--- config.mk ---
export PLATFORM = sky130hd
export DESIGN_NAME = pscc_top
export DESIGN_NICKNAME = d
export VERILOG_FILES = /design/src/pscc_pkg.sv /design/src/pscc_input_sel.sv /design/src/pscc_top.sv
export SDC_FILE = /design/constraint.sdc
export NUM_CORES = 1
export LEC_CHECK = 0
export BUFFER_PORTS_ARGS = -buffer_cell sky130_fd_sc_hd__clkbuf_2
export CAP_MARGIN = 30
export CORE_MARGIN = 2
export CORE_UTILIZATION = 35
export DETAILED_ROUTE_END_ITERATION = 6
export GPL_TIMING_DRIVEN = 0
export PLACE_DENSITY = 0.58
export SYNTH_ARGS = -nofsm -noshare
export SYNTH_HDL_FRONTEND = slang
export SYNTH_SLANG_ARGS = --single-unit
--- constraint.sdc ---
create_clock -name clock_in -period 2.9 [get_ports clock_in]
set_input_delay 0.58 -clock clock_in [delete_from_list [all_inputs] [get_ports clock_in]]
set_output_delay 0.58 -clock clock_in [all_outputs]
set_load 0.02 [all_outputs]
--- src/pscc_pkg.sv ---
package pscc_pkg;
    // ==========================================
    // register map (byte addresses on apb)
    // ==========================================
    localparam logic [7:0] ADDR_EXT_CONFIG  = 8'h00;
    localparam logic [7:0] ADDR_DELAY_VALUE = 8'h04;
    localparam logic [7:0] ADDR_STAGE_CTRL  = 8'h08;
    localparam logic [7:0] ADDR_INPUT_A     = 8'h0c;
    localparam logic [7:0] ADDR_INPUT_B     = 8'h10;
    localparam logic [7:0] ADDR_STATUS      = 8'h14;
    localparam logic [7:0] RESET_BYTE       = 8'h00;

    // ==========================================
    // extended_config fields
    // ==========================================
    localparam int EXT_DLY_HI   = 7;
    localparam int EXT_DLY_LO   = 5;
    localparam int EXT_FLANK_HI = 4;
    localparam int EXT_SENSE_A  = 3;
    localparam int EXT_SENSE_B  = 2;
    localparam int EXT_SOURCE_A = 1;
    localparam int EXT_SOURCE_B = 0;

    // ==========================================
    // stage_control fields
    // ==========================================
    localparam int CTL_DIV_HI   = 7;
    localparam int CTL_DIV_LO   = 6;
    localparam int CTL_FLANK_LO = 5;
    localparam int CTL_DIRECT_B = 4;
    localparam int CTL_DIRECT_A = 3;
    localparam int CTL_CHAIN    = 2;
    localparam int CTL_FINISH   = 1;
    localparam int CTL_RUN      = 0;

    // input control: source low bit 6, sense low bit 5
    localparam int INP_SOURCE_LO = 6;
    localparam int INP_SENSE_LO  = 5;

    // ==========================================
    // encodings
    // ==========================================
    localparam logic [2:0] DLY_NONE      = 3'h0;
    localparam logic [2:0] DLY_BLANK_EOC = 3'h1;
    localparam logic [2:0] DLY_BLANK_SA  = 3'h2;
    localparam logic [2:0] DLY_BLANK_SB  = 3'h3;
    localparam logic [1:0] SENSE_FALL    = 2'h0;
    localparam logic [1:0] SENSE_RISE    = 2'h1;
    localparam logic [1:0] SENSE_TOGGLE  = 2'h2;
    localparam logic [1:0] SRC_SHARED    = 2'h0;
    localparam logic [1:0] SRC_CMP1      = 2'h1;
    localparam logic [1:0] SRC_ALT       = 2'h2;
    localparam logic [1:0] SRC_CMP2      = 2'h3;
    localparam logic [5:0] DIV_MAX_1     = 6'h00;
    localparam logic [5:0] DIV_MAX_4     = 6'h03;
    localparam logic [5:0] DIV_MAX_16    = 6'h0f;
    localparam logic [5:0] DIV_MAX_64    = 6'h3f;

    typedef enum logic [1:0] {
        PSCC_IDLE     = 2'b00,
        PSCC_RUN      = 2'b01,
        PSCC_FINISH   = 2'b11
    } pscc_state_t;
endpackage

--- src/pscc_input_sel.sv ---
`timescale 1ns/10ps
module pscc_input_sel
    import pscc_pkg::*;
(
    input  wire logic       clock_in,
    input  wire logic       srst_in,
    input  wire logic [1:0] source_in,
    input  wire logic [1:0] sense_in,
    input  wire logic       blank_in,
    input  wire logic       shared_in,
    input  wire logic       cmp1_in,
    input  wire logic       alt_in,
    input  wire logic       cmp2_in,
    output logic            event_out,
    output logic            level_out
);
    logic raw_sel;
    logic sel_prev;
    logic next_event;
    logic next_level;

    // ==========================================
    // source selection
    // ==========================================
    assign raw_sel = (source_in == SRC_SHARED) ? shared_in :
                     (source_in == SRC_CMP1)   ? cmp1_in :
                     (source_in == SRC_ALT)    ? alt_in : cmp2_in;

    // ==========================================
    // edge and level classification
    // ==========================================
    assign next_event = blank_in ? 1'b0 :
                        (sense_in == SENSE_FALL)   ? ( sel_prev & ~raw_sel) :
                        (sense_in == SENSE_RISE)   ? (~sel_prev &  raw_sel) :
                        (sense_in == SENSE_TOGGLE) ? ( sel_prev ^  raw_sel) :
                        1'b0; // reserved code never fires
    assign next_level = blank_in ? 1'b0 :
                        (sense_in == SENSE_FALL) ? ~raw_sel :
                        (sense_in == SENSE_RISE) ?  raw_sel :
                        1'b0;

    always_ff @(posedge clock_in) begin
        if (srst_in) begin
            sel_prev  <= 1'b0;
            event_out <= 1'b0;
            level_out <= 1'b0;
        end else begin
            sel_prev  <= raw_sel;
            event_out <= next_event;
            level_out <= next_level;
        end
    end
endmodule

--- src/pscc_top.sv ---
// Register access over APB and the placing of the registers were chosen for this implementation.
`timescale 1ns/10ps
module pscc_top
    import pscc_pkg::*;
#(
    parameter int DELAY_W = 8
) (
    input  wire logic               clock_in,
    input  wire logic               srst_in,
    input  wire logic               psel_in,
    input  wire logic               penable_in,
    input  wire logic               pwrite_in,
    input  wire logic [7:0]         paddr_in,
    input  wire logic [31:0]        pwdata_in,
    output logic      [31:0]        prdata_out,
    output logic                    pready_out,
    output logic                    pslverr_out,
    input  wire logic               shared_input_pin_in,
    input  wire logic               alternate_input_pin_in,
    input  wire logic               cmp1_in,
    input  wire logic               cmp2_in,
    input  wire logic               prev_run_in,
    input  wire logic               end_of_cycle_in,
    input  wire logic               match_sa_in,
    input  wire logic               match_sb_in,
    input  wire logic               one_ramp_in,
    input  wire logic               sync_req_in,
    output logic                    tick_out,
    output logic                    run_out,
    output logic                    blank_out,
    output logic                    event_a_out,
    output logic                    event_b_out,
    output logic                    direct_fault_a_out,
    output logic                    direct_fault_b_out,
    output logic [1:0]              flank_sel_out,
    output logic                    flank_on_time_out,
    output logic                    converter_sync_signal_out,
    output logic [1:0]              chain_state_out
);
    import pscc_pkg::*;

    // ==========================================
    // registers and apb decode
    // ==========================================
    logic [7:0] extended_config;
    logic [7:0] delay_count_value;
    logic [7:0] stage_control;
    logic [7:0] input_a_ctrl;
    logic [7:0] input_b_ctrl;
    logic       wr_acc;
    logic       hit;
    logic [7:0] rd_byte;
    logic       run_clear_req;

    assign wr_acc = psel_in & penable_in & pwrite_in;
    assign hit = (paddr_in == ADDR_EXT_CONFIG) | (paddr_in == ADDR_DELAY_VALUE) |
                 (paddr_in == ADDR_STAGE_CTRL) | (paddr_in == ADDR_INPUT_A) |
                 (paddr_in == ADDR_INPUT_B) | (paddr_in == ADDR_STATUS);
    // delay value is write only and reads back as zero
    assign rd_byte = (paddr_in == ADDR_EXT_CONFIG) ? extended_config :
                     (paddr_in == ADDR_STAGE_CTRL) ? stage_control :
                     (paddr_in == ADDR_INPUT_A)    ? input_a_ctrl :
                     (paddr_in == ADDR_INPUT_B)    ? input_b_ctrl :
                     (paddr_in == ADDR_STATUS)     ? {6'h00, chain_state_out} :
                     RESET_BYTE;
    assign run_clear_req = wr_acc & (paddr_in == ADDR_STAGE_CTRL) & ~pwdata_in[CTL_RUN];

    always_ff @(posedge clock_in) begin
        if (srst_in) begin
            extended_config   <= RESET_BYTE;
            delay_count_value <= RESET_BYTE;
            stage_control     <= RESET_BYTE;
            input_a_ctrl      <= RESET_BYTE;
            input_b_ctrl      <= RESET_BYTE;
        end else if (wr_acc) begin
            if (paddr_in == ADDR_EXT_CONFIG) begin
                extended_config <= pwdata_in[7:0];
            end else if (paddr_in == ADDR_DELAY_VALUE) begin
                delay_count_value <= pwdata_in[7:0];
            end else if (paddr_in == ADDR_STAGE_CTRL) begin
                stage_control <= pwdata_in[7:0];
            end else if (paddr_in == ADDR_INPUT_A) begin
                input_a_ctrl <= pwdata_in[7:0];
            end else if (paddr_in == ADDR_INPUT_B) begin
                input_b_ctrl <= pwdata_in[7:0];
            end
        end
    end

    // single wait-free access phase
    always_ff @(posedge clock_in) begin
        if (srst_in) begin
            prdata_out  <= 32'h0000_0000;
            pready_out  <= 1'b0;
            pslverr_out <= 1'b0;
        end else begin
            pready_out  <= psel_in & ~penable_in;
            pslverr_out <= psel_in & ~penable_in & ~hit;
            prdata_out  <= (psel_in & ~penable_in & ~pwrite_in) ? {24'h000000, rd_byte} : 32'h0000_0000;
        end
    end

    // ==========================================
    // run control
    // ==========================================
    logic        start_req;
    logic        chained;
    logic        finish_en;
    pscc_state_t state;
    pscc_state_t next_state;

    // run wins over chain; chain follows the previous stage
    assign start_req = stage_control[CTL_RUN] | (stage_control[CTL_CHAIN] & prev_run_in);
    assign chained   = stage_control[CTL_CHAIN];
    assign finish_en = stage_control[CTL_FINISH] & ~chained;

    always_comb begin
        next_state = state;
        case (state)
            PSCC_IDLE: begin
                if (start_req) begin
                    next_state = PSCC_RUN;
                end
            end
            PSCC_RUN: begin
                if (!start_req) begin
                    next_state = finish_en ? PSCC_FINISH : PSCC_IDLE;
                end
            end
            PSCC_FINISH: begin
                if (start_req) begin
                    next_state = PSCC_RUN;
                end else if (end_of_cycle_in) begin
                    next_state = PSCC_IDLE;
                end
            end
            default: begin
                next_state = PSCC_IDLE;
            end
        endcase
    end

    logic running;
    logic start_pulse;
    assign running     = (next_state != PSCC_IDLE);
    assign start_pulse = (state == PSCC_IDLE) & running;

    always_ff @(posedge clock_in) begin
        if (srst_in) begin
            state           <= PSCC_IDLE;
            run_out         <= 1'b0;
            chain_state_out <= 2'h0;
        end else begin
            state           <= next_state;
            run_out         <= running;
            chain_state_out <= next_state;
        end
    end

    // ==========================================
    // prescaler
    // ==========================================
    logic [5:0] div_cnt;
    logic [5:0] div_max;
    logic       div_tick;
    logic [1:0] div_sel;

    assign div_sel  = stage_control[CTL_DIV_HI:CTL_DIV_LO];
    assign div_max  = (div_sel == 2'h0) ? DIV_MAX_1 :
                      (div_sel == 2'h1) ? DIV_MAX_4 :
                      (div_sel == 2'h2) ? DIV_MAX_16 : DIV_MAX_64;
    assign div_tick = running & (div_cnt >= div_max);

    always_ff @(posedge clock_in) begin
        if (srst_in | start_pulse | ~running) begin
            div_cnt  <= 6'h00;
            tick_out <= 1'b0;
        end else begin
            div_cnt  <= div_tick ? 6'h00 : div_cnt + 6'h01;
            tick_out <= div_tick;
        end
    end

    // ==========================================
    // blanking and sync delay
    // ==========================================
    logic [2:0]         dly_sel;
    logic               blank_start;
    logic [DELAY_W-1:0] blank_cnt;
    logic [DELAY_W-1:0] sync_cnt;
    logic               sync_busy;
    logic [3:0]         sub_cnt;
    logic [3:0]         sub_max;
    logic               sub_tick;

    assign dly_sel     = extended_config[EXT_DLY_HI:EXT_DLY_LO];
    assign blank_start = ((dly_sel == DLY_BLANK_EOC) & end_of_cycle_in) |
                         ((dly_sel == DLY_BLANK_SA) & match_sa_in) |
                         ((dly_sel == DLY_BLANK_SB) & match_sb_in);
    assign sub_max  = (4'h1 << dly_sel[1:0]) - 4'h1;
    assign sub_tick = tick_out & (sub_cnt >= sub_max);

    always_ff @(posedge clock_in) begin
        if (srst_in) begin
            blank_cnt <= '0;
            blank_out <= 1'b0;
        end else if (blank_start && delay_count_value != RESET_BYTE) begin
            blank_cnt <= delay_count_value;
            blank_out <= 1'b1;
        end else if (dly_sel == DLY_NONE || dly_sel[2]) begin
            blank_out <= 1'b0;
        end else if (blank_out && tick_out) begin
            blank_cnt <= blank_cnt - 1'b1;
            blank_out <= (blank_cnt > 1);
        end
    end

    // delayed sync is only in modes 4..7; in modes 0..3 the request always passes through registered
    always_ff @(posedge clock_in) begin
        if (srst_in) begin
            sync_cnt                  <= '0;
            sync_busy                 <= 1'b0;
            sub_cnt                   <= 4'h0;
            converter_sync_signal_out <= 1'b0;
        end else if (!dly_sel[2]) begin
            sync_busy                 <= 1'b0;
            sub_cnt                   <= 4'h0;
            converter_sync_signal_out <= sync_req_in;
        end else if (sync_req_in && !sync_busy) begin
            sync_cnt                  <= delay_count_value;
            sync_busy                 <= (delay_count_value != RESET_BYTE);
            sub_cnt                   <= 4'h0;
            converter_sync_signal_out <= (delay_count_value == RESET_BYTE);
        end else if (sync_busy && tick_out) begin
            sub_cnt <= sub_tick ? 4'h0 : sub_cnt + 4'h1;
            if (sub_tick) begin
                sync_cnt                  <= sync_cnt - 1'b1;
                sync_busy                 <= (sync_cnt > 1);
                converter_sync_signal_out <= (sync_cnt == 1);
            end else begin
                converter_sync_signal_out <= 1'b0;
            end
        end else begin
            converter_sync_signal_out <= 1'b0;
        end
    end

    // ==========================================
    // input parts a and b
    // ==========================================
    logic [1:0] src [2];
    logic [1:0] sns [2];
    logic       ev  [2];
    logic       lv  [2];
    logic [1:0] pin_s1;
    logic [1:0] pin_s2;
    logic [1:0] cmp_s1;
    logic [1:0] cmp_s2;

    always_ff @(posedge clock_in) begin
        if (srst_in) begin
            pin_s1 <= 2'h0;
            pin_s2 <= 2'h0;
            cmp_s1 <= 2'h0;
            cmp_s2 <= 2'h0;
        end else begin
            pin_s1 <= {alternate_input_pin_in, shared_input_pin_in};
            pin_s2 <= pin_s1;
            cmp_s1 <= {cmp2_in, cmp1_in};
            cmp_s2 <= cmp_s1;
        end
    end

    assign src[0] = {extended_config[EXT_SOURCE_A], input_a_ctrl[INP_SOURCE_LO]};
    assign src[1] = {extended_config[EXT_SOURCE_B], input_b_ctrl[INP_SOURCE_LO]};
    assign sns[0] = {extended_config[EXT_SENSE_A], input_a_ctrl[INP_SENSE_LO]};
    assign sns[1] = {extended_config[EXT_SENSE_B], input_b_ctrl[INP_SENSE_LO]};

    genvar gi;
    generate
        for (gi = 0; gi < 2; gi++) begin : g_part
            pscc_input_sel u_sel (
                .clock_in    (clock_in),
                .srst_in     (srst_in),
                .source_in   (src[gi]),
                .sense_in    (sns[gi]),
                .blank_in    (blank_out),
                .shared_in   (pin_s2[0]),
                .cmp1_in     (cmp_s2[0]),
                .alt_in      (pin_s2[1]),
                .cmp2_in     (cmp_s2[1]),
                .event_out   (ev[gi]),
                .level_out   (lv[gi])
            );
        end
    endgenerate

    // ==========================================
    // outputs to waveform side
    // ==========================================
    always_ff @(posedge clock_in) begin
        if (srst_in) begin
            event_a_out        <= 1'b0;
            event_b_out        <= 1'b0;
            direct_fault_a_out <= 1'b0;
            direct_fault_b_out <= 1'b0;
            flank_sel_out      <= 2'h0;
            flank_on_time_out  <= 1'b0;
        end else begin
            event_a_out        <= ev[0];
            event_b_out        <= ev[1];
            // raw level, no prescaler wait; feeds out 0 and second out a
            direct_fault_a_out <= stage_control[CTL_DIRECT_A] & lv[0];
            direct_fault_b_out <= stage_control[CTL_DIRECT_B] & lv[1];
            flank_sel_out      <= {extended_config[EXT_FLANK_HI], stage_control[CTL_FLANK_LO]};
            flank_on_time_out  <= one_ramp_in | ~extended_config[EXT_FLANK_HI];
        end
    end

    // ==========================================
    // checks
    // ==========================================
    a_run_priority: assert property (@(posedge clock_in) disable iff (srst_in)
        stage_control[CTL_RUN] |=> run_out) else $error("run bit did not start");
    a_chain_start: assert property (@(posedge clock_in) disable iff (srst_in)
        (stage_control[CTL_CHAIN] && prev_run_in) |=> run_out) else $error("chain start missed");
    a_finish_hold: assert property (@(posedge clock_in) disable iff (srst_in)
        (state == PSCC_FINISH && !end_of_cycle_in && !start_req) |=> run_out)
        else $error("halted before cycle end");
    a_slave_nofin: assert property (@(posedge clock_in) disable iff (srst_in)
        (state == PSCC_RUN && chained && !start_req) |=> state == PSCC_IDLE)
        else $error("slave used finish cycle");
    a_div_range: assert property (@(posedge clock_in) disable iff (srst_in)
        div_cnt <= div_max || $changed(div_sel)) else $error("prescaler overran");
    a_no_blank_zero: assert property (@(posedge clock_in) disable iff (srst_in)
        (dly_sel == DLY_NONE || dly_sel[2]) |=> !blank_out) else $error("blank outside blank modes");
    a_blank_masks: assert property (@(posedge clock_in) disable iff (srst_in)
        blank_out |=> !ev[0] && !ev[1]) else $error("event during blanking");
    a_reserved_quiet: assert property (@(posedge clock_in) disable iff (srst_in)
        (sns[0] == 2'h3 && $past(sns[0]) == 2'h3) |-> !ev[0]) else $error("reserved sense fired");
    a_flank_map: assert property (@(posedge clock_in) disable iff (srst_in)
        ##1 flank_sel_out == $past({extended_config[EXT_FLANK_HI], stage_control[CTL_FLANK_LO]}))
        else $error("flank select wrong");
    a_direct_off: assert property (@(posedge clock_in) disable iff (srst_in)
        !stage_control[CTL_DIRECT_A] |=> !direct_fault_a_out) else $error("direct fault a leaked");

    c_start: cover property (@(posedge clock_in) disable iff (srst_in) start_pulse);
    c_finish: cover property (@(posedge clock_in) disable iff (srst_in) state == PSCC_FINISH ##1 state == PSCC_IDLE);
    c_blank: cover property (@(posedge clock_in) disable iff (srst_in) blank_out ##1 !blank_out);
    c_sync: cover property (@(posedge clock_in) disable iff (srst_in) sync_busy ##1 converter_sync_signal_out);
endmodule

==> flow_summary_export.csv <==
group,metric,value,unit
timing,layout_setup_ws,0.3801,ns
routing,drc,0,
cts,cts_sinks,104,
global_routing,grt_pass1_vias,3762,
cts,cts_setup_buffers,0,
routing,drt_first_pass_iters,5,
pwr,power.density,489.0,nW/µm²
min_path,hold_class,"flop to flop",
setup_path,startpoint_type,"flop",
finish,drive_above_1_share,16.72,%
logic_synthesis,synth_edf_count,0,
cts,clockBufferDepth,2,
global_routing,grt_usage,16.60,%
logic_synthesis,syn_area,4877,µm²
global_routing,grt_max_degree,18,
logic_synthesis,ys_warn_count,0,
cts,post_cts_resized,0,
timing,finalCritPeriodShare,86.89,%
pwr,leakage,2.377,nW
global_routing,overflow,0,
logic_synthesis,syn_avg_cell_area,8.982,µm²
place,hpwl,8.940,mm
timing,slew_headroom,33.92,%
setup_path,path_cells,"nor2_1 -> inv_1 -> ha_1 -> nand2b_1 -> a21oi_1 -> o21a_1 -> clkbuf_1 -> nor3_1 -> a31o_2",
place,io_buffer_count,52,
routing,ant_nets,0,
floorplan,io_pins,102,
timing,skew,0.009942,ns
pwr,ir_drop,0.0002234,V
finish,area_delta_synth_final,17.52,%
routing,vias_per_cell,4.975,
timing,finalSetupViolations,0,
logic_synthesis,ys_top_cells_by_area,"dfxtp_1 (43%), mux2i_1 (9.4%), nor2_1 (5.8%)",
cts,cts-hold-fix-buffers,0,
logic_synthesis,ys.flop_type,"dfxtp_1",
floorplan,row_count,43,
timing,fin_crit,2.520,ns
routing,wirelength,12.04,mm
timing,fmax,396.8,MHz
floorplan,chipHeight,122.0,µm
timing,tightest_slew,0.9831,ns
floorplan,start_util,35.55,%
logic_synthesis,synth_top_area_share,42.69,%
setup_path,crit_required,3.15,ns
logic_synthesis,synth.distinct_cells,58,
setup_path,crit_path_end_kind,"flop",
setup_path,crit_arrival,2.77,ns
run,drv_cap,0,
routing,drtIter0Drc,308,
setup_path,cp_max_fo,10,
logic_synthesis,netlist_instances,543,
status,status,"completed",
timing,drv_slew,0,
cts,cts_tree,"built",
finish,n_antenna_cell,0,
floorplan,die_area,14900,µm²
routing,num_vias,4050,
timing,rsz0062_at_grt,"false",
logic_synthesis,synth_commonest_cells,"dfxtp_1 (104), nor2_1 (75), mux2i_1 (46), a21oi_1 (33), nand2_1 (30)",
cts,cts.htree.levels,3,
logic_synthesis,async_reset_ff_share,0,%
routing,avgRoutedWirePerCell,14.79,µm
floorplan,die_w,122.0,µm
setup_path,cp_slowest_stage_delay,0.41,ns
logic_synthesis,ys_seq_area_share,42.69,%
logic_synthesis,ys_seq_elements,104,
timing,setup_tns,0,ns
cts,cts_buffers,9,
logic_synthesis,yosysMostFrequentCell,"dfxtp_1",
cts,clk_pin_slew,0.08,ns
floorplan,coreArea,13720,µm²
setup_path,cp_slowest_cell,"dfxtp_1",
global_routing,grt_pass1_wl,19.20,mm
cts,clock_latency,0.35,ns
cts,cts-root-buf,"clkbuf_16",
logic_synthesis,yosys.area.top_type,"dfxtp_1",
finish,final_nets,704,
setup_path,r2r.worst_path.cells,9,
place,post-place-ws,0.1397,ns
global_routing,antenna_found_initial,0,
min_path,holdPathStages,1,
place,gp_congestion,0.8547,
setup_path,path_class,"flop to flop",
timing,whs,0.4398,ns
timing,final_hold_viol_count,0,
finish,n_fill_cell,1364,
-- worst paths after layout --
kind	endpoint	start	slack, ns
setup / recovery	converter_sync_signal_out	extended_config[6]	0.38
hold reg to reg	event_a_out	g_part[0].u_sel.event_out	0.44
hold / removal	event_a_out	g_part[0].u_sel.event_out	0.44
setup reg to reg	converter_sync_signal_out	extended_config[6]	0.38
-- cell type report --
type	count	area [µm²]	share of cell area (%)
multi-input cells	392	2527	44.10
plain buffers	42	249.0	4.344
clock buffers	11	242.7	4.235
clock inverters	5	40.04	0.6985
flip-flops and latches	104	2082	36.32
inverters	28	105.1	1.834
repair buffers	52	260.3	4.540
well taps	180	225.2	3.929
-- cell usage in the layout, fill, tap and decap left out, types with 16 or more instances in the layout --
cell type	synthesis	routed
inv_1	28	28
clkbuf_1	15	16
nor2b_1	17	17
ha_1	20	20
buf_4	24	24
dfxtp_1	104	104
a21oi_1	33	33
conb_1	2	25
clkbuf_2	0	52
o21ai_0	20	20
nor2_1	75	75
nand2_1	30	30
mux2i_1	46	46
-- registers in the layout, indices dropped and copies added, names as in the netlist, 2 cells and up --
| signal | flops |
|---|---|
| blank_cnt | 8 |
| delay_count_value | 8 |
| extended_config | 8 |
| input_a_ctrl | 8 |
| input_b_ctrl | 8 |
| prdata_out | 8 |
| stage_control | 8 |
| sync_cnt | 8 |
| div_cnt | 6 |
| sub_cnt | 4 |
| cmp_s1 | 2 |
| cmp_s2 | 2 |
| flank_sel_out | 2 |
| g_part.u_sel.event_out | 2 |
| g_part.u_sel.level_out | 2 |
| g_part.u_sel.sel_prev | 2 |
| pin_s1 | 2 |
| pin_s2 | 2 |
| state | 2 |
-- metrics by stage --
stage	instance area [µm²]	instances	power (mW)	util (%)
floorplan	4964	566	1.590	-
global placement	5449	798	1.649	39.72
detailed placement	5449	798	1.651	39.72
CTS	5732	814	2.821	41.78
global route	5732	814	2.897	41.78
finish	5732	814	2.803	41.78
-- cell families (layout without fill, tap and decap cells) --
family / count (synthesis) / in the layout / share of synthesized area [%]
AOI/OAI and AO/OA: 97 / 97 / 12.52
xor gates and xnor gates: 12 / 12 / 2.155
adders and majority gates: 20 / 20 / 5.131
buffers and inverters: 70 / 138 / 7.260
DFF: 104 / 104 / 42.69
muxes: 48 / 48 / 10.36
other: 2 / 25 / 0.1540
and+or+nand+nor: 190 / 190 / 19.73
-- per-layer routing --
metal  up-vias  global-route usage (%)  wire length [µm]
li1       2011                       -                 -
met1      1909                   22.83              5639
met2       118                   26.22              5442
met3        12                   3.324               804
met4         0                   5.172               153
met5         -                       0                 0
-- worst max-delay path, delay by kind of cell, from the launching register on --
family / cells / cell delay (ns)
buffers and inverters: 2 / 0.48
AND/OR/NAND/NOR: 3 / 0.49
adder cells (fa/ha/maj): 1 / 0.26
AO/OA/AOI/OAI: 3 / 0.77
flip-flops: 1 / 0.41
-- power breakdown --
part	switching, mW	total (mW)	internal (mW)
Clock	0.569	1.18	0.615
Combinational	0.116	0.178	0.0621
Sequential	0.00332	1.44	1.44
No activity file was read; power rests on OpenSTA's default activity.
